## config.mk

```make
export PLATFORM = sky130hd
export DESIGN_NAME = wdg_top
export DESIGN_NICKNAME = d
export VERILOG_FILES = /design/src/verilog/wdg_pkg.sv /design/src/verilog/wdg_prescaler.sv /design/src/verilog/wdg_top.sv
export SDC_FILE = /design/constraint.sdc
export NUM_CORES = 1
export LEC_CHECK = 0
export ABC_AREA = 1
export ABC_CLOCK_PERIOD_IN_PS = 1600
export BUFFER_PORTS_ARGS = -buffer_cell sky130_fd_sc_hd__buf_2
export CORE_MARGIN = 10
export CORE_UTILIZATION = 48
export CTS_CLUSTER_DIAMETER = 80
export DETAILED_ROUTE_END_ITERATION = 6
export GPL_ROUTABILITY_DRIVEN = 0
export MAX_ROUTING_LAYER = met4
export PLACE_DENSITY = 0.8
export SLEW_MARGIN = 25
export SYNTH_ARGS = -nofsm -noshare
export SYNTH_HDL_FRONTEND = slang
export SYNTH_SLANG_ARGS = --single-unit
export TNS_END_PERCENT = 10
```

## constraint.sdc

```tcl
create_clock -name pclk -period 1.6 [get_ports pclk]
set_clock_uncertainty 0.05 [all_clocks]
set_input_delay 0.08 -clock pclk [delete_from_list [all_inputs] [get_ports pclk]]
set_output_delay 0.08 -clock pclk [all_outputs]
set_load 0.02 [all_outputs]
```

## src/verilog/wdg_pkg.sv

```systemverilog
// constants and carrier types shared by the watchdog down counter files
package wdg_pkg;
    // ------------------------------------------------------------------
    // register map
    // ------------------------------------------------------------------
    localparam int unsigned ADDR_W = 12;
    localparam logic [11:0] CTRL_ADDR = 12'h0D8;
    localparam logic [7:0] CTRL_RESET = 8'hFE;
    localparam int unsigned BIT_ACT = 0;
    localparam int unsigned BIT_SRST = 1;
    localparam int unsigned CNT_W = 7;
    localparam int unsigned CNT_MSB = 6;
    localparam int unsigned PERIOD_BITS = 6;
    localparam logic [6:0] CNT_RESET = 7'h7F;
    localparam logic [6:0] CNT_LAST_SAFE = 7'h40;

    // ------------------------------------------------------------------
    // timing
    // ------------------------------------------------------------------
    localparam int unsigned PRE_DIV = 12;
    localparam int unsigned POST_DIV = 256;
    localparam int unsigned TICK_CYCLES = PRE_DIV * POST_DIV;
    localparam logic [3:0] PRE_LAST = 4'(PRE_DIV - 1);
    localparam logic [7:0] POST_LAST = 8'(POST_DIV - 1);
    localparam logic [11:0] GAP_LAST = 12'(TICK_CYCLES - 1);

    // ------------------------------------------------------------------
    // carriers and state
    // ------------------------------------------------------------------
    typedef struct packed {
        logic psel;
        logic penable;
        logic pwrite;
        logic [11:0] paddr;
        logic [31:0] pwdata;
        logic [3:0] pstrb;
    } wdg_apb_req_t;

    typedef struct packed {
        logic pready;
        logic [31:0] prdata;
        logic pslverr;
    } wdg_apb_rsp_t;

    typedef struct packed {
        logic [3:0] pre;
        logic [7:0] post;
        logic tick;
        logic [11:0] gap;
    } wdg_pre_state_t;

    typedef struct packed {
        logic [6:0] cnt;
        logic act;
        logic stop;
        logic rst_req;
        logic pready;
        logic [7:0] rdata;
        logic pslverr;
        logic first;
        logic hw_s1;
        logic hw_s2;
        logic es_s1;
        logic es_s2;
        logic nmi_s1;
        logic nmi_s2;
    } wdg_state_t;
endpackage

```

## src/verilog/wdg_prescaler.sv

```systemverilog
// divide-by-12 then divide-by-256 prescaler giving one tick per 3072 clocks
module wdg_prescaler (
    input wire logic pclk,
    input wire logic presetn,
    input wire logic clear,
    input wire logic run,
    output logic tick
);
    wdg_pkg::wdg_pre_state_t s_reg;
    wdg_pkg::wdg_pre_state_t s_next;

    // ------------------------------------------------------------------
    // divider chain
    // ------------------------------------------------------------------
    always_comb begin
        s_next = s_reg;
        s_next.tick = 1'b0;
        if (clear) begin
            s_next.pre = '0;
            s_next.post = '0;
            s_next.gap = '0;
        end else if (run) begin
            s_next.gap = s_reg.gap + 12'h001;
            if (s_reg.pre == wdg_pkg::PRE_LAST) begin
                s_next.pre = '0;
                if (s_reg.post == wdg_pkg::POST_LAST) begin
                    s_next.post = '0;
                    s_next.tick = 1'b1;
                    s_next.gap = '0;
                end else begin
                    s_next.post = s_reg.post + 8'h01;
                end
            end else begin
                s_next.pre = s_reg.pre + 4'h1;
            end
        end
    end

    always_ff @(posedge pclk or negedge presetn) begin
        if (!presetn) begin
            s_reg <= '0;
        end else begin
            s_reg <= s_next;
        end
    end

    assign tick = s_reg.tick;

    a_tick_period: assert property (@(posedge pclk) disable iff (!presetn)
        (run && !clear && s_reg.pre == wdg_pkg::PRE_LAST && s_reg.post == wdg_pkg::POST_LAST)
        |-> (s_reg.gap == wdg_pkg::GAP_LAST) ##1 tick)
        else $error("prescaler tick not 3072 clocks apart");
endmodule

```

## src/verilog/wdg_top.sv

```systemverilog
// watchdog down counter with its control register on an APB slave
//
// The APB slave port was chosen for this implementation.
module wdg_top (
    input wire logic pclk,
    input wire logic presetn,
    input wire wdg_pkg::wdg_apb_req_t apb_req,
    output wdg_pkg::wdg_apb_rsp_t apb_rsp,
    input wire logic hw_activation,
    input wire logic ext_stop_ctrl,
    input wire logic nmi_pin,
    input wire logic stop_req,
    input wire logic wake_irq,
    output logic mcu_reset_req,
    output logic stop_mode
);
    wdg_pkg::wdg_state_t s_reg;
    wdg_pkg::wdg_state_t s_next;
    logic tick;
    logic active;
    logic hit;
    logic wr;

    // ------------------------------------------------------------------
    // register image mapping
    // ------------------------------------------------------------------
    // the period bits sit reversed in the register, so both directions
    // go through these two functions
    function automatic logic [7:0] to_image(input logic [6:0] cnt, input logic act);
        logic [7:0] r;
        r = '0;
        r[wdg_pkg::BIT_ACT] = act;
        r[wdg_pkg::BIT_SRST] = cnt[wdg_pkg::CNT_MSB];
        for (int i = 0; i < wdg_pkg::PERIOD_BITS; i++) begin
            r[7 - i] = cnt[i];
        end
        return r;
    endfunction

    function automatic logic [6:0] from_image(input logic [7:0] r);
        logic [6:0] c;
        c = '0;
        c[wdg_pkg::CNT_MSB] = r[wdg_pkg::BIT_SRST];
        // six period bits set the low counter bits
        for (int i = 0; i < wdg_pkg::PERIOD_BITS; i++) begin
            c[i] = r[7 - i];
        end
        return c;
    endfunction

    // ------------------------------------------------------------------
    // decode
    // ------------------------------------------------------------------
    // hardware option forces activation
    assign active = s_reg.act | s_reg.hw_s2;
    assign hit = (apb_req.paddr == wdg_pkg::CTRL_ADDR);
    assign wr = apb_req.psel & apb_req.penable & s_reg.pready & apb_req.pwrite & hit
        & apb_req.pstrb[0];

    // every control register write with pstrb[0] set restarts the tick, so a first timeout is a full tick
    wdg_prescaler u_pre (
        .pclk(pclk),
        .presetn(presetn),
        .clear(wr),
        .run(~s_reg.stop),
        .tick(tick)
    );

    // ------------------------------------------------------------------
    // next state
    // ------------------------------------------------------------------
    always_comb begin
        s_next = s_reg;
        s_next.first = 1'b0;
        s_next.hw_s1 = hw_activation;
        s_next.hw_s2 = s_reg.hw_s1;
        s_next.es_s1 = ext_stop_ctrl;
        s_next.es_s2 = s_reg.es_s1;
        s_next.nmi_s1 = nmi_pin;
        s_next.nmi_s2 = s_reg.nmi_s1;

        // zero wait state: answer in the cycle after setup
        s_next.pready = apb_req.psel & ~apb_req.penable;
        if (apb_req.psel && !apb_req.penable) begin
            if (hit) begin
                s_next.rdata = to_image(s_reg.cnt, active);
                s_next.pslverr = 1'b0;
            end else begin
                s_next.rdata = '0;
                s_next.pslverr = 1'b1;
            end
        end

        // stop is only real when the oscillator may halt
        if (s_reg.stop) begin
            if (wake_irq) begin
                s_next.stop = 1'b0;
            end
        end else if (stop_req) begin
            if (!active) begin
                s_next.stop = 1'b1;
            end else if (s_reg.es_s2 && s_reg.nmi_s2) begin
                s_next.stop = 1'b1;
            end
        end

        if (wr) begin
            s_next.cnt = from_image(apb_req.pwdata[7:0]);
            s_next.act = s_reg.act | apb_req.pwdata[wdg_pkg::BIT_ACT];
            if (!apb_req.pwdata[wdg_pkg::BIT_SRST]) begin
                s_next.rst_req = 1'b1;
            end
        end else if (tick && !s_reg.stop) begin
            // plain wrapping timer when not active
            s_next.cnt = s_reg.cnt - 7'h01;
            if (active && s_reg.cnt[wdg_pkg::CNT_MSB] && !s_next.cnt[wdg_pkg::CNT_MSB]) begin
                s_next.rst_req = 1'b1;
            end
        end
    end

    // ------------------------------------------------------------------
    // state register
    // ------------------------------------------------------------------
    always_ff @(posedge pclk or negedge presetn) begin
        if (!presetn) begin
            s_reg <= '0;
            s_reg.cnt <= wdg_pkg::CNT_RESET;
            s_reg.act <= wdg_pkg::CTRL_RESET[wdg_pkg::BIT_ACT];
            s_reg.first <= 1'b1;
        end else begin
            s_reg <= s_next;
        end
    end

    assign apb_rsp.pready = s_reg.pready;
    assign apb_rsp.prdata = {24'h000000, s_reg.rdata};
    assign apb_rsp.pslverr = s_reg.pslverr;
    assign mcu_reset_req = s_reg.rst_req;
    assign stop_mode = s_reg.stop;

    // ------------------------------------------------------------------
    // checks
    // ------------------------------------------------------------------
    a_reset_image: assert property (@(posedge pclk) disable iff (!presetn)
        s_reg.first |-> (to_image(s_reg.cnt, s_reg.act) == wdg_pkg::CTRL_RESET))
        else $error("register image after reset is not 0xFE");

    a_soft_reset: assert property (@(posedge pclk) disable iff (!presetn)
        (wr && !apb_req.pwdata[wdg_pkg::BIT_SRST]) |=> mcu_reset_req)
        else $error("clearing soft reset bit did not request reset");

    a_read_map: assert property (@(posedge pclk) disable iff (!presetn)
        (apb_req.psel && !apb_req.penable && hit)
        |=> apb_rsp.pready && apb_rsp.prdata[7] == $past(s_reg.cnt[0])
            && apb_rsp.prdata[2] == $past(s_reg.cnt[5]))
        else $error("read image bit order wrong");

    a_timeout_rst: assert property (@(posedge pclk) disable iff (!presetn)
        (tick && !s_reg.stop && !wr && active && s_reg.cnt == wdg_pkg::CNT_LAST_SAFE)
        |=> mcu_reset_req)
        else $error("counter msb fall did not request reset");

    a_hw_forced: assert property (@(posedge pclk) disable iff (!presetn)
        (s_reg.hw_s2 && apb_req.psel && !apb_req.penable && hit) |=> apb_rsp.prdata[0])
        else $error("hardware option did not read as active");

    a_act_sticky: assert property (@(posedge pclk) disable iff (!presetn)
        !$fell(s_reg.act))
        else $error("activation bit cleared without reset");

    a_timer_wrap: assert property (@(posedge pclk) disable iff (!presetn)
        (tick && !s_reg.stop && !wr && !active && s_reg.cnt == 7'h00 && !s_reg.rst_req)
        |=> s_reg.cnt == wdg_pkg::CNT_RESET && !mcu_reset_req)
        else $error("inactive counter did not wrap quietly");

    a_wait_only: assert property (@(posedge pclk) disable iff (!presetn)
        (stop_req && !s_reg.stop && active && !(s_reg.es_s2 && s_reg.nmi_s2)) |=> !stop_mode)
        else $error("stop entered while it should act as wait");

    a_stop_freeze: assert property (@(posedge pclk) disable iff (!presetn)
        (s_reg.stop && !wr) |=> s_reg.cnt == $past(s_reg.cnt))
        else $error("counter moved while stopped");

    a_wake_resume: assert property (@(posedge pclk) disable iff (!presetn)
        (s_reg.stop && wake_irq) |=> !stop_mode)
        else $error("interrupt did not leave stop");

    a_write_load: assert property (@(posedge pclk) disable iff (!presetn)
        wr |=> s_reg.cnt == from_image($past(apb_req.pwdata[7:0])))
        else $error("write did not load the counter");

    a_tick_step: assert property (@(posedge pclk) disable iff (!presetn)
        (tick && !s_reg.stop && !wr) |=> s_reg.cnt == 7'($past(s_reg.cnt) - 7'h01))
        else $error("counter did not step down by one on a tick");

    a_write_grace: assert property (@(posedge pclk) disable iff (!presetn)
        (wr && apb_req.pwdata[wdg_pkg::BIT_SRST] && !s_reg.rst_req) |=> !mcu_reset_req [*2])
        else $error("reset requested right after a reload");
endmodule

```

[Word-level counts from Yosys, hierarchy flattened]
Index checks and enable logic that the tools add are counted.
Cells by class
  bitwise operators: 9
  eq/ne operators: 5
  reduce and logical (&&, ||, !) cells: 13
  $add $sub $neg: 4
  mux-type cells: 20
Operator list (count)
  $mux W25: 1
  $mux W12: 2
  $mux W21: 1
  $mux W7: 2
  $mux W13: 1
  $add A12 B1 Y12 const B: 1
  $eq A12 B8 Y1 const B: 1
  $mux W1: 10
  $mux W9: 1
  $add A8 B1 Y8 const B: 1
  $eq A8 B8 Y1 const B: 1
  $mux W8: 1
  $sub A7 B1 Y7 const B: 1
  $and A1 B1 Y1: 6
  $reduce_bool A2 Y1: 3
  $logic_and A1 B1 Y1: 5
  $add A4 B1 Y4 const B: 1
  $eq A4 B4 Y1 const B: 1
  $mux W4: 1
  $logic_not A1 Y1: 3
  $reduce_and A3 Y1: 1
  $ne A2 B1 Y1 const B: 1
  $ne A2 B2 Y1 const B: 1
  $or A1 B1 Y1: 2
  2 further kinds: 2
Storage, ports and cells
  register bits: 51
  logic and storage cells: 68
  output and inout port bits: 36
  bits of input ports: 58

[Depth between registers and ports, before layout]
Gate-level depths: netlist of run 1.
  depth in word-level cells: 7
  mapped depth: 10
  mapped depth without buffers: 10

[Cells and area by module]
Synthesis of run 1 repeated with hierarchy kept, for this count alone.
Second synthesis, totals
  cell total of the unflattened synthesis: 275
  area total of the unflattened synthesis: 2282.2 um^2
By module, submodules not included
  wdg_top: times used 1, cells an instance 194, sequential area each 659.4 um^2, area an instance 1564.0 um^2
  wdg_prescaler: times used 1, cells an instance 81, sequential area each 325.3 um^2, area an instance 718.2 um^2

[Least setup slack after synthesis of run 1]
OpenSTA, ideal clock, no wires.
  path type: register to register
  from: register s_reg[20] (netlist name)
  to: register s_reg[22] (netlist name)
  data required time: 1.478 ns
  slack: 0.231 ns
  arrival time: 1.247 ns
  library setup time: 0.072 ns
  cell stages (with the launch flop): 9
  cells stage by stage: dfstp_2 -> inv_1 -> ha_1 -> a21oi_1 -> o21ai_0 -> nand2_1 -> o21ai_1 -> nand2_1 -> inv_1
On the way
  longest elaborated chain between the ends: 3
RTL lines
  start: declaration: RTL line wdg_top.sv:17  | wdg_pkg::wdg_state_t s_reg;
  start signal: assignment: RTL line wdg_top.sv:132  | s_reg <= s_next;
  $sub A7 B1 Y7: RTL line wdg_top.sv:115  | s_next.cnt = s_reg.cnt - 7'h01;
  $mux W7: RTL line wdg_top.sv:113  | end else if (tick && !s_reg.stop) begin
  $mux W7: RTL line wdg_top.sv:107  | if (wr) begin
No other way between the ends. The select of a mux whose other input is x is not followed.
A chain may end at the register's enable or synchronous reset.

==> metrics.sh, run 1 <==
FINALSETUPVIOLCOUNT=0
YOSYS_SYNTHESIS_WARNING_COUNT=0
ROUTED_WL_MM=4.65
PWR-SHARE-SEQ_PCT=47.0
ROUTED_VIA_DENSITY=4.60
ROUTE.MET3.WL_UM=274
UNREPAIRED_SETUP_ENDPOINTS_AFTER_GLOBAL_ROUTING='no'
HTREEDEPTH=2
DIE_AREA_UM2=7820
MET2WIRELENGTH_MM=2.49
YS.FLOP_TYPE='sky130_fd_sc_hd__dfrtp_1'
GR-TOTAL-OVERFLOW=0
WORSTSETUPSTARTPOINTTYPE='register'
HOLD_PATH.CLASS='in -> reg'
CRITPATHCAPTURETYPE='register'
TIMING.FINAL.MAX_SLEW_VIOLATIONS=0
GRT_PASS1_VIAS=1784
DR.PASS1.ITERS=4
FMAX_MHz=653
CRIT_TYPE='reg -> reg'
CLOCK_LATENCY_NS=0.30
ANTENNA_CELLS=0
SUM_OF_NEGATIVE_SETUP_SLACK_NS=0
GLOBAL_ROUTE_WIRE_LENGTH_BEFORE_REPAIR_MM=7.53
ANTENNA_FOUND_INITIAL=0
OUTCOME='completed'
FINISHED_CORE_UTIL_PCT=58.4
TRACK_USAGE_PCT=12.5
DETAILED_PLACE_HPWL_MM=3.56
SYN_AREA_PER_CELL_UM2=7.75
CTS_INSERTED_BUFFERS=5
FINAL_NETS=402
LAYOUT_MIN_CYCLE_TIME_NS=1.53
WL_PER_CELL_UM=11.8
SYNTH_SEQ_AREA_SHARE_PCT=43.8
IO_BUFFERS=42
AREAGROWTHSYNTHTOFINISH_PCT=15.6
ROUTED-VIA-COUNT=1811
WORST-ENDPOINT-ARRIVAL_NS=1.71
CLKPWRFRAC_PCT=34.8
IRDROPWORSTVDD_V=0.000610
WORST-PATH-MAX-FANOUT=5
POWER.INTERNAL_uW=1750
YS_FF_LATCH=39
CTS_TREE='built'
RRSETUPSLACK_NS=0.07
FLOORPLAN.DIE.WIDTH_UM=88.4
WL_MET1_MM=1.76
GRT_START_MAX_NET_PINS=40
PLACEMENTROWS=24
SYNTH.CELL_AREA_UM2=2250
DRV_CAP=0
ANT_NETS=0
TIMING_HOLD_VIOLATIONS_FINAL=0
POWER_SWITCHING_uW=714
DRC_ERRORS=0
STATIC_LEAKAGE_POWER_uW=0.00147
DRIVE_GT1_SHARE_PCT=21.3
SYNTH-EDFF-COUNT=0
CLOCKBUFFERDEPTH=2
FP.DIEH_UM=88.4
DR.FIRST_ITER.DRC_COUNT=67
POWERDENSITY_nW_PER_UM2=948
SYNTHCELLS=290
ASYNC_RESET_FF_SHARE_PCT=100
POST-ROUTE-PERIOD-UTIL_PCT=95.7
CP.REQUIRED_NS=1.78
MAXUSEDROUTINGLAYER='met4'
CTS.SINKS=39
SWITCHING_SHARE_PCT=29.0
CLKTRANSATPATHREGS_NS=0.08
INITIAL_UTILIZATION_PCT=50.6
PLACEABLECOREAREA_UM2=4440
SYNTH.DISTINCT_CELLS=28
CTS_ROOT_BUFFER='sky130_fd_sc_hd__clkbuf_8'
IO-PIN-COUNT=94
COMB_POWER_SHARE_PCT=18.2
FLIP_FLOP_COUNT_OF_THE_LARGEST_REGISTER_AFTER_LAYOUT=12
## power groups by stage
stage                     Clock (uW)  Sequential, uW  Combinational (uW)
after detailed placement           0            1170                 425
after global routing             918            1170                 520
after CTS                        868            1160                 450
after floorplan                    0            1160                 345
after global placement             0            1170                 400
final                            858            1160                 448
## layout by cell type, fill, tap and decap left out, drive strengths merged
cell type    count
nand2           85
buf             45
inv             43
dfrtp           32
nor2            26
conb            24
nand3           18
o21ai           17
dlygate4sd3     11
dfstp            7
xor2             6
clkbuf           6
nand4            5
a21oi            3
ha               3
xnor2            2
nor3             2
or2              2
o22ai            1
nand3b           1
a21o             1
clkinv           1
bufinv           1
## worst paths after layout
| path | start | to | depth (start not counted) |
|---|---|---|---|
| max | stop_mode$_DFF_PN0_ | stop_mode$_DFF_PN0_ | 4 |
| min in group asynchronous | presetn | apb_rsp[7]$_DFFE_PN0P_ | 3 |
| max reg2reg | stop_mode$_DFF_PN0_ | stop_mode$_DFF_PN0_ | 4 |
| max in group asynchronous | presetn | s_reg[20]$_DFFE_PN1P_ | 3 |
| min reg2reg | s_next[2]$_DFF_PN0_ | s_reg[2]$_DFF_PN0_ | 0 |
| min | apb_req[7] | s_reg[24]$_DFFE_PN1P_ | 5 |
## cells by family (layout without fill, tap and decap cells)
kind of cell | after synthesis | after routing | share of synthesized area, %
other | 1 | 24 | 0.167
xor gates and xnor gates | 8 | 8 | 3.12
adders and majority gates | 3 | 3 | 1.67
buffers and inverters | 78 | 107 | 19.0
DFF | 39 | 39 | 43.8
AOI/OAI and AO/OA | 22 | 22 | 5.07
and+or+nand+nor | 139 | 139 | 27.1
## worst max-delay path: stages, from the launching register on
cell	delay, ns
sky130_fd_sc_hd__dfrtp_1	0.39
sky130_fd_sc_hd__inv_1	0.16
sky130_fd_sc_hd__nand2_1	0.08
sky130_fd_sc_hd__o22ai_1	0.18
sky130_fd_sc_hd__dlygate4sd3_1	0.61
## cell type report
class | count | area, um2
sequential | 39 | 985
timing repair buffer | 56 | 343
fill | 421 | 1850
clock inverter | 2 | 35.0
tap | 52 | 65.1
multi-input combinational | 196 | 926
inverter | 43 | 161
clock buffer | 6 | 82.6
## cell usage after synthesis (2+ instances only)
library cell	instances	area, um2
sky130_fd_sc_hd__nor2_2	3	18.8
sky130_fd_sc_hd__xor2_1	6	52.6
sky130_fd_sc_hd__o21ai_0	11	55.1
sky130_fd_sc_hd__inv_1	41	154
sky130_fd_sc_hd__a21oi_1	3	15.0
sky130_fd_sc_hd__xnor2_1	2	17.5
sky130_fd_sc_hd__o21ai_1	6	30.0
sky130_fd_sc_hd__nand2_1	83	312
sky130_fd_sc_hd__inv_2	2	7.51
sky130_fd_sc_hd__nand4_1	5	31.3
sky130_fd_sc_hd__buf_4	34	255
sky130_fd_sc_hd__nand3_2	2	20.0
sky130_fd_sc_hd__dfrtp_1	32	801
sky130_fd_sc_hd__nand2_2	2	12.5
sky130_fd_sc_hd__dfstp_2	7	184
sky130_fd_sc_hd__nand3_1	16	80.1
sky130_fd_sc_hd__ha_1	3	37.5
sky130_fd_sc_hd__nor2_1	22	82.6
## through the flow
step	cell area [um2]	instances	hold WS, ns	power, uW	setup WS, ns
CTS	2590	394	0.000530	2480	0.101
floorplan	2330	313	-0.266	1510	0.231
detailed placement	2360	375	0.105	1600	0.114
finish	2600	394	0.00475	2460	0.0683
global placement	2360	375	0.101	1570	0.150
global route	2600	394	0.0230	2610	0.0235
## layer usage
layer / track usage [%] / vias to the layer above
met5: - / -
met4: 6.02 / 0
met3: 3.03 / 12
met2: 22.8 / 42
met1: 12.2 / 825
li1: - / 932
## repair_timing
action                                 4_1_cts  5_1_grt
setup endpoints to repair                    0        2
gates resized for setup                      0        2
endpoints found under the hold margin       40        0
setup buffers                                0        0
hold buffers                                11        0
No activity file was read; power rests on OpenSTA's default activity.
==> run 2, diff against run 1 <==
--- a/config.mk
+++ b/config.mk
@@ -5,11 +5,9 @@
 export SDC_FILE = /design/constraint.sdc
 export NUM_CORES = 1
 export LEC_CHECK = 0
-export ABC_AREA = 1
-export ABC_CLOCK_PERIOD_IN_PS = 1600
 export BUFFER_PORTS_ARGS = -buffer_cell sky130_fd_sc_hd__buf_2
 export CORE_MARGIN = 10
-export CORE_UTILIZATION = 48
+export CORE_UTILIZATION = 47
 export CTS_CLUSTER_DIAMETER = 80
 export DETAILED_ROUTE_END_ITERATION = 6
 export GPL_ROUTABILITY_DRIVEN = 0
==> run 2 against run 1 <==
  * Critical path depth is the same
  * Core utilization grew 0.73 points
  * Die area shrank 3.9%
  * Count of clock-buffer cells in the layout is the same
  * Critical endpoint is now s_reg[25]$_DFFE_PN1P_
==> metrics.sh, run 2 <==
POSTPLACECELLAREA_UM2=2260  # -4.4%
ANT_NETS=0  # unchanged
SYNTHADDERAREAFRAC_PCT=1.80  # +0.12 points
CP_CELL_SEQUENCE='or4_1 -> nor3_2 -> xor2_1 -> mux2_4'
STDCELL_AREA_UM2=2560  # -1.5%
GRT_START_MAX_NET_PINS=22  # -45%
ANTENNA_CELLS=0  # unchanged
DRC_ERRORS=0  # unchanged
FIN_TOTAL_PWR_uW=2950  # +20%
SYNTH_SEQ_AREA_SHARE_PCT=47.1  # +3.3 points
WORSTSETUPSTARTPOINTTYPE='register'
CTS_INSERTED_BUFFERS=5  # unchanged
CTS_ROOT_BUFFER='sky130_fd_sc_hd__clkbuf_8'
NETLIST.TOP_CELL.BY_AREA='sky130_fd_sc_hd__dfrtp_1'
IRDROPWORSTVDD_V=0.000563  # -7.8%
DR.PASS1.ITERS=4  # unchanged
SYNTH.TOP_CELLS.BY_COUNT='sky130_fd_sc_hd__buf_4 (34), sky130_fd_sc_hd__dfrtp_1 (32), sky130_fd_sc_hd__nand2_1 (15)'
FMAX_MHz=636  # -2.6%
FINAL_NETS=314  # -22%
ANTENNA_FOUND_INITIAL=0  # unchanged
FLOORPLAN.DIE.WIDTH_UM=86.7  # -2.0%
HTREEDEPTH=2  # unchanged
AREAGROWTHSYNTHTOFINISH_PCT=22.4
GLOBAL_ROUTE_WIRE_LENGTH_BEFORE_REPAIR_MM=7.53  # about the same
POWERDENSITY_nW_PER_UM2=1150  # +22%
ASYNC_RESET_FF_SHARE_PCT=100  # unchanged
CTS_TREE='built'
DRIVE_GT1_SHARE_PCT=35.8  # +14 points
DRV_CAP=0  # unchanged
LAYOUT_MIN_CYCLE_TIME_NS=1.57  # +0.0404 ns
NETLIST_TOP_CELLS_AREA='sky130_fd_sc_hd__dfrtp_1 (38%), sky130_fd_sc_hd__buf_4 (12%), sky130_fd_sc_hd__dfstp_2 (8.8%)'
SUM_OF_NEGATIVE_SETUP_SLACK_NS=0  # unchanged
INITIAL_UTILIZATION_PCT=48.4  # -2.2 points
YS.FLOP_TYPE='sky130_fd_sc_hd__dfrtp_1'
CP.REQUIRED_NS=1.78  # about the same
ROUTED_VIA_DENSITY=4.94  # +7.6%
IO_BUFFERS=42  # unchanged
POST-ROUTE-PERIOD-UTIL_PCT=98.3  # +2.5 points
WORST-PATH-MAX-FANOUT=5  # unchanged
UNREPAIRED_SETUP_ENDPOINTS_AFTER_GLOBAL_ROUTING='yes'
POST_SYNTH_MUX_AREA_SHARE_PCT=6.16  # +6.2 points
SYNTH-EDFF-COUNT=0  # unchanged
FINISH.CELL_COUNT_WITHOUT_FILLERS=306  # -22%
SYNTH.DISTINCT_CELLS=46  # +64%
IO-PIN-COUNT=94  # unchanged
DIE_AREA_UM2=7520  # -3.9%
CPPEAKSTAGEDELAY_NS=0.54  # -0.07 ns
WORST-ENDPOINT-ARRIVAL_NS=1.75  # +0.04 ns
CLKTRANSATPATHREGS_NS=0.08  # about the same
CRITPATHCAPTURETYPE='register'
SYNTH_SIMPLE_GATE_AREA_SHARE_PCT=17.7  # -9.4 points
POST-SYNTH-TOP-COUNT-CELL='sky130_fd_sc_hd__buf_4'
FP.DIEH_UM=86.7  # -2.0%
GR-TOTAL-OVERFLOW=0  # unchanged
FINALSETUPVIOLCOUNT=0  # unchanged
YS_FF_LATCH=39  # unchanged
FINAL_COMMON_CELL='sky130_fd_sc_hd__buf_2'
PLACEABLECOREAREA_UM2=4320  # -2.7%
ROUTED_WL_MM=4.61  # -0.97%
STATIC_LEAKAGE_POWER_uW=0.00124  # -15%
SYN_AREA_PER_CELL_UM2=10.8  # +40%
FLIP_FLOP_COUNT_OF_THE_LARGEST_REGISTER_AFTER_LAYOUT=12  # unchanged
HOLD_PATH.CLASS='in -> async'
COMPOUND_GATE_PORTION_OF_THE_SYNTHESIZED_AREA_PCT=8.50  # +3.4 points
SYNTH_LARGEST_TYPE_AREA_FRACTION_PCT=38.3  # +2.7 points
ROUTED-VIA-COUNT=1513  # -16%
TRACK_USAGE_PCT=12.7  # +0.14 points
NUMPLACEDINSTANCES=282  # -25%
PLACEMENTROWS=24  # unchanged
CLOCK_LATENCY_NS=0.29  # about the same
SYNTHCELLS=193  # -33%
CELL_WITH_THE_LARGEST_STAGE_DELAY_ON_THE_WORST_PATH='sky130_fd_sc_hd__or4_1'
TIMING.FINAL.MAX_SLEW_VIOLATIONS=0  # unchanged
DR.FIRST_ITER.DRC_COUNT=50  # -25%
WL_PER_CELL_UM=15.0  # +28%
SYNTH.CELL_AREA_UM2=2090  # -7.0%
TIMING_HOLD_VIOLATIONS_FINAL=0  # unchanged
CRIT_TYPE='reg -> reg'
CTS.SINKS=39  # unchanged
LARGEST_FAMILY_OF_LOGIC_CELLS_BY_SYNTHESIZED_AREA='simple AND/OR/NAND/NOR gates'
OUTCOME='completed'
GRT_PASS1_VIAS=1614  # -9.5%
FINAL_CELL_MIX='sky130_fd_sc_hd__buf_2 (42), sky130_fd_sc_hd__dfrtp_1 (32), sky130_fd_sc_hd__conb_1 (24)'
CLOCKBUFFERDEPTH=2  # unchanged
YOSYS.AREA_SHARE.XOR_XNOR_PCT=3.77  # +0.65 points
YOSYS_SYNTHESIS_WARNING_COUNT=0  # unchanged
DETAILED_PLACE_HPWL_MM=3.50  # -1.9%
FINISHED_CORE_UTIL_PCT=59.2  # +0.73 points
==> run 2: cell count changes in the layout (fill, tap and decap cells not counted), moves of 5 or more <==
cell / change
sky130_fd_sc_hd__o21ai_0: -7
sky130_fd_sc_hd__o21ai_1: -6
sky130_fd_sc_hd__buf_4: +8
sky130_fd_sc_hd__nor2_1: -7
sky130_fd_sc_hd__nand2_1: -68
sky130_fd_sc_hd__inv_1: -37
sky130_fd_sc_hd__nand3_1: -8
sky130_fd_sc_hd__mux2_4: +5
sky130_fd_sc_hd__a22o_1: +8
==> run 2: worst max-delay path: cells and delay by family (launching register included) <==
kind	cells	cell delay, ns
mux	1	0.27
flops	1	0.40
simple gates	2	0.70
xor+xnor	1	0.09
==> run 2: what timing repair did <==
item,in CTS,in global routing
buffers inserted,0,2
hold buffers,14,0
resized for setup,0,5
endpoints found under the setup margin,0,9
hold endpoints to repair,28,0
==> run 2: power by group <==
| group | leakage [uW] | internal (uW) | total [uW] | switching, uW |
|---|---|---|---|---|
| registers | 0.000464 | 1150 | 1330 | 175 |
| logic | 0.000717 | 388 | 766 | 379 |
| clock network | 0.0000612 | 505 | 856 | 351 |
| total | 0.00124 | 2050 | 2950 | 906 |
==> run 2: cell type report <==
| type | instances | area, um2 |
|---|---|---|
| multi-input cells | 134 | 912 |
| clock buffers | 6 | 82.6 |
| inverters | 4 | 15.0 |
| fillers | 376 | 1770 |
| clock inverters | 2 | 35.0 |
| repair buffers | 69 | 464 |
| well taps | 52 | 65.1 |
| flip-flops and latches | 39 | 985 |
==> run 2: cell families after synthesis <==
kind of cell	after synthesis
DFF	39
AOI/OAI and AO/OA	25
buffers and inverters	43
muxes	10
other	1
and+or+nand+nor	63
xor gates and xnor gates	9
adders and majority gates	3
==> run 2: layer usage <==
layer / vias up / routed length (um) / GRT usage, %
li1: 725 / - / -
met1: 727 / 1650 / 12.4
met2: 45 / 2450 / 21.1
met3: 16 / 363 / 5.35
met4: 0 / 137 / 6.33
met5: - / 0 / -
==> run 2: through the flow <==
stage	setup WS, ns	hold WS [ns]
6_report	0.0279	0.222
2_1_floorplan	0.0540	-0.266
3_3_place_gp	0.0388	0.00276
5_1_grt	-0.0112	0.267
4_1_cts	0.0279	0.230
3_5_place_dp	0.00921	0.0140
==> run 2: path summary, 6_finish.rpt <==
kind	slack, ns	endpoint	from	depth (start not counted)
min in group pclk	0.23	apb_rsp[0]$_DFFE_PN0P_	apb_req[37]	5
max in group asynchronous	0.68	s_reg[24]$_DFFE_PN1P_	presetn	3
min reg2reg	0.30	s_reg[0]$_DFF_PN0_	s_next[0]$_DFF_PN0_	0
max reg2reg	0.03	s_reg[25]$_DFFE_PN1P_	s_reg[21]$_DFFE_PN1P_	4
min	0.22	apb_rsp[0]$_DFFE_PN0P_	presetn	2
max	0.03	s_reg[25]$_DFFE_PN1P_	s_reg[21]$_DFFE_PN1P_	4
==> run 3, diff against run 2 <==
--- a/config.mk
+++ b/config.mk
@@ -5,14 +5,15 @@
 export SDC_FILE = /design/constraint.sdc
 export NUM_CORES = 1
 export LEC_CHECK = 0
+export ABC_AREA = 1
 export BUFFER_PORTS_ARGS = -buffer_cell sky130_fd_sc_hd__buf_2
 export CORE_MARGIN = 10
-export CORE_UTILIZATION = 47
+export CORE_UTILIZATION = 48
 export CTS_CLUSTER_DIAMETER = 80
 export DETAILED_ROUTE_END_ITERATION = 6
 export GPL_ROUTABILITY_DRIVEN = 0
 export MAX_ROUTING_LAYER = met4
-export PLACE_DENSITY = 0.8
+export PLACE_DENSITY = 0.77
 export SLEW_MARGIN = 25
 export SYNTH_ARGS = -nofsm -noshare
 export SYNTH_HDL_FRONTEND = slang
==> run 3 against run 2 <==
  * Sequential share of layout area fell by 0.72 points
  * Flip-flop and latch count did not move
  * Design area grew 1.9%
  * Global-route usage up 0.38 points
  * Final cell count grew 29%
  * Critical path depth grew 2
  * Die area grew 4.0%
  * Power down 17%
  * Combinational power down 43%
  * Critical path type unchanged
  * Largest cell class unchanged
==> metrics.sh, run 3 (same netlist as run 1, synthesis figures left out) <==
COMB_POWER_SHARE_PCT=17.9  # -8.1 points
FLIP_FLOP_COUNT_OF_THE_LARGEST_REGISTER_AFTER_LAYOUT=12  # unchanged
POWER_SWITCHING_uW=707  # -22%
FINAL_NETS=403  # +28%
DRC_ERRORS=0  # unchanged
HOLD_WC_STARTPOINT='apb_req[8]'
GRT_PASS1_VIAS=1842  # +14%
FINALSETUPVIOLCOUNT=0  # unchanged
CRITICAL_PATH.TOP_DELAY_FAMILY='simple AND/OR/NAND/NOR gates'
CLKPWRFRAC_PCT=35.0  # +6.0 points
IO_BUFFERS=42  # unchanged
CELL_WITH_THE_LARGEST_STAGE_DELAY_ON_THE_WORST_PATH='sky130_fd_sc_hd__dfrtp_1'
ANTENNA_CELLS=0  # unchanged
STATIC_LEAKAGE_POWER_uW=0.00147  # +19%
POSTPLACECELLAREA_UM2=2380  # +5.3%
DETAILED_PLACE_HPWL_MM=3.72  # +6.4%
UNREPAIRED_SETUP_ENDPOINTS_AFTER_GLOBAL_ROUTING='yes'
AREAGROWTHSYNTHTOFINISH_PCT=16.0
SETUP_WS_NS=0.117  # +0.0893 ns
HOLD_PATH.CLASS='in -> reg'
DR.FIRST_ITER.DRC_COUNT=65  # +30%
POWERDENSITY_nW_PER_UM2=942  # -18%
CRITPATHCAPTURETYPE='register'
WL_PER_CELL_UM=11.8  # -22%
POST-ROUTE-PERIOD-UTIL_PCT=92.7  # -5.6 points
POST-PLACE-WS_NS=0.142  # +0.133 ns
FMAX_MHz=674  # +6.0%
FLOORPLAN.DIE.WIDTH_UM=88.4  # +2.0%
CLOCK_LATENCY_NS=0.30  # about the same
PLACEMENTROWS=24  # unchanged
HOLD_WS_NS=0.00203  # -0.220 ns
FP.DIEH_UM=88.4  # +2.0%
IRDROPWORSTVDD_V=0.000771  # +37%
DRIVE_GT1_SHARE_PCT=21.3  # -15 points
POWER.INTERNAL_uW=1750  # -15%
CP.REQUIRED_NS=1.78  # about the same
CLOCKBUFFERDEPTH=2  # unchanged
PWR-SHARE-SEQ_PCT=47.0  # +2.0 points
TIMING_HOLD_VIOLATIONS_FINAL=0  # unchanged
GRT_START_MAX_NET_PINS=20  # -9.1%
FINAL_COMMON_CELL='sky130_fd_sc_hd__nand2_1'
WORSTSETUPSTARTPOINTTYPE='register'
LAYOUT_MIN_CYCLE_TIME_NS=1.48  # -0.0893 ns
CPPEAKSTAGEDELAY_NS=0.40  # -0.14 ns
STDCELL_AREA_UM2=2610  # +1.9%
SUM_OF_NEGATIVE_SETUP_SLACK_NS=0  # unchanged
FINAL_CELL_MIX='sky130_fd_sc_hd__nand2_1 (83), sky130_fd_sc_hd__buf_2 (42), sky130_fd_sc_hd__inv_1 (41)'
GR-TOTAL-OVERFLOW=0  # unchanged
IO-PIN-COUNT=94  # unchanged
SWITCHING_SHARE_PCT=28.8  # -1.9 points
DR.PASS1.ITERS=4  # unchanged
INITIAL_UTILIZATION_PCT=50.6  # +2.2 points
CTS_INSERTED_BUFFERS=5  # unchanged
ROUTED-VIA-COUNT=1819  # +20%
ANTENNA_FOUND_INITIAL=0  # unchanged
GLOBAL_ROUTE_WIRE_LENGTH_BEFORE_REPAIR_MM=7.80  # +3.6%
CRIT_TYPE='reg -> reg'
TIMING.FINAL.MAX_SLEW_VIOLATIONS=0  # unchanged
DIE_AREA_UM2=7820  # +4.0%
FIN_TOTAL_PWR_uW=2460  # -17%
CP_CELL_SEQUENCE='ha_1 -> inv_1 -> nor3_4 -> nand2_1 -> or2_0 -> o21ai_1'
CRITICAL_REGISTER_TO_REGISTER_PATH_STARTPOINT='u_pre.s_reg[21]$_DFFE_PN0P_'
ROUTED_VIA_DENSITY=4.61  # -6.9%
POST_CTS.REPAIR.SETUP_BUFFERS=0  # unchanged
TRACK_USAGE_PCT=13.1  # +0.38 points
DRV_CAP=0  # unchanged
CTS_ROOT_BUFFER='sky130_fd_sc_hd__clkbuf_8'
OUTCOME='completed'
WORST-ENDPOINT-ARRIVAL_NS=1.67  # -0.08 ns
CTS.SINKS=39  # unchanged
HTREEDEPTH=2  # unchanged
WORST-PATH-MAX-FANOUT=5  # unchanged
PLACEABLECOREAREA_UM2=4440  # +2.8%
CRITICAL_PATH.STARTPOINT='u_pre.s_reg[21]$_DFFE_PN0P_'
WORSTPATHBUFFERINVERTERCOUNT=1  # +1
ROUTED_WL_MM=4.65  # +0.91%
CLKTRANSATPATHREGS_NS=0.08  # about the same
ANT_NETS=0  # unchanged
CTS_TREE='built'
==> run 3: cell types whose count changed in the layout (fill, tap and decap cells not counted), sizes merged, moves of 9 or more <==
cell,before,now
nor2,15,26
nand3,9,18
o21ai,4,17
inv,4,43
nand2,15,85
==> run 3: worst reg2reg max path: stages, from the launching register on <==
cell,delay (ns)
sky130_fd_sc_hd__dfrtp_1,0.40
sky130_fd_sc_hd__ha_1,0.20
sky130_fd_sc_hd__inv_1,0.07
sky130_fd_sc_hd__nor3_4,0.20
sky130_fd_sc_hd__nand2_1,0.14
sky130_fd_sc_hd__or2_0,0.24
sky130_fd_sc_hd__o21ai_1,0.11
==> run 3: power groups by stage <==
stage	registers, uW	logic (uW)	clock network, uW
after floorplan	1160	345	0
after detailed placement	1170	421	0
after global placement	1170	405	0
after CTS	1160	441	876
after global routing	1170	509	911
final	1150	440	860
==> run 3: path summary, 6_finish.rpt <==
path,to,slack [ns],depth (start not counted)
max,u_pre.s_reg[16]$_DFFE_PN0P_,0.12,6
min in group asynchronous,u_pre.s_reg[15]$_DFFE_PN0P_,0.19,2
max reg2reg,u_pre.s_reg[16]$_DFFE_PN0P_,0.12,6
min,s_reg[23]$_DFFE_PN1P_,0.002,5
max in group asynchronous,s_reg[24]$_DFFE_PN1P_,0.73,3
min reg2reg,s_reg[0]$_DFF_PN0_,0.30,0
==> run 3: repair_timing <==
item | in CTS | in global routing
resized for setup | 0 | 2
hold buffers | 10 | 0
hold endpoints to repair | 25 | 0
endpoints found under the setup margin | 0 | 5
==> run 3: cell type report <==
cell class,count,area [um2]
Inverter,43,161
Clock buffer,6,82.6
Clock inverter,2,35.0
Sequential cell,39,985
Timing Repair Buffer,57,348
Tap cell,52,65.1
Fill cell,428,1840
Multi-Input combinational cell,196,931
==> run 3: metal layers <==
metal,GRT usage [%],vias up,part of all wire (%)
met1,12.7,845,38
met3,3.22,8,5.1
met2,23.9,29,55
li1,-,937,-
met5,-,-,0
met4,6.02,0,1.9
==> run 3: metrics by stage <==
| step | cells | utilization, % |
|---|---|---|
| floorplan | 313 | - |
| global placement | 377 | 53.5 |
| detailed placement | 377 | 53.5 |
| CTS | 395 | 58.4 |
| global route | 395 | 58.7 |
| finish | 395 | 58.7 |
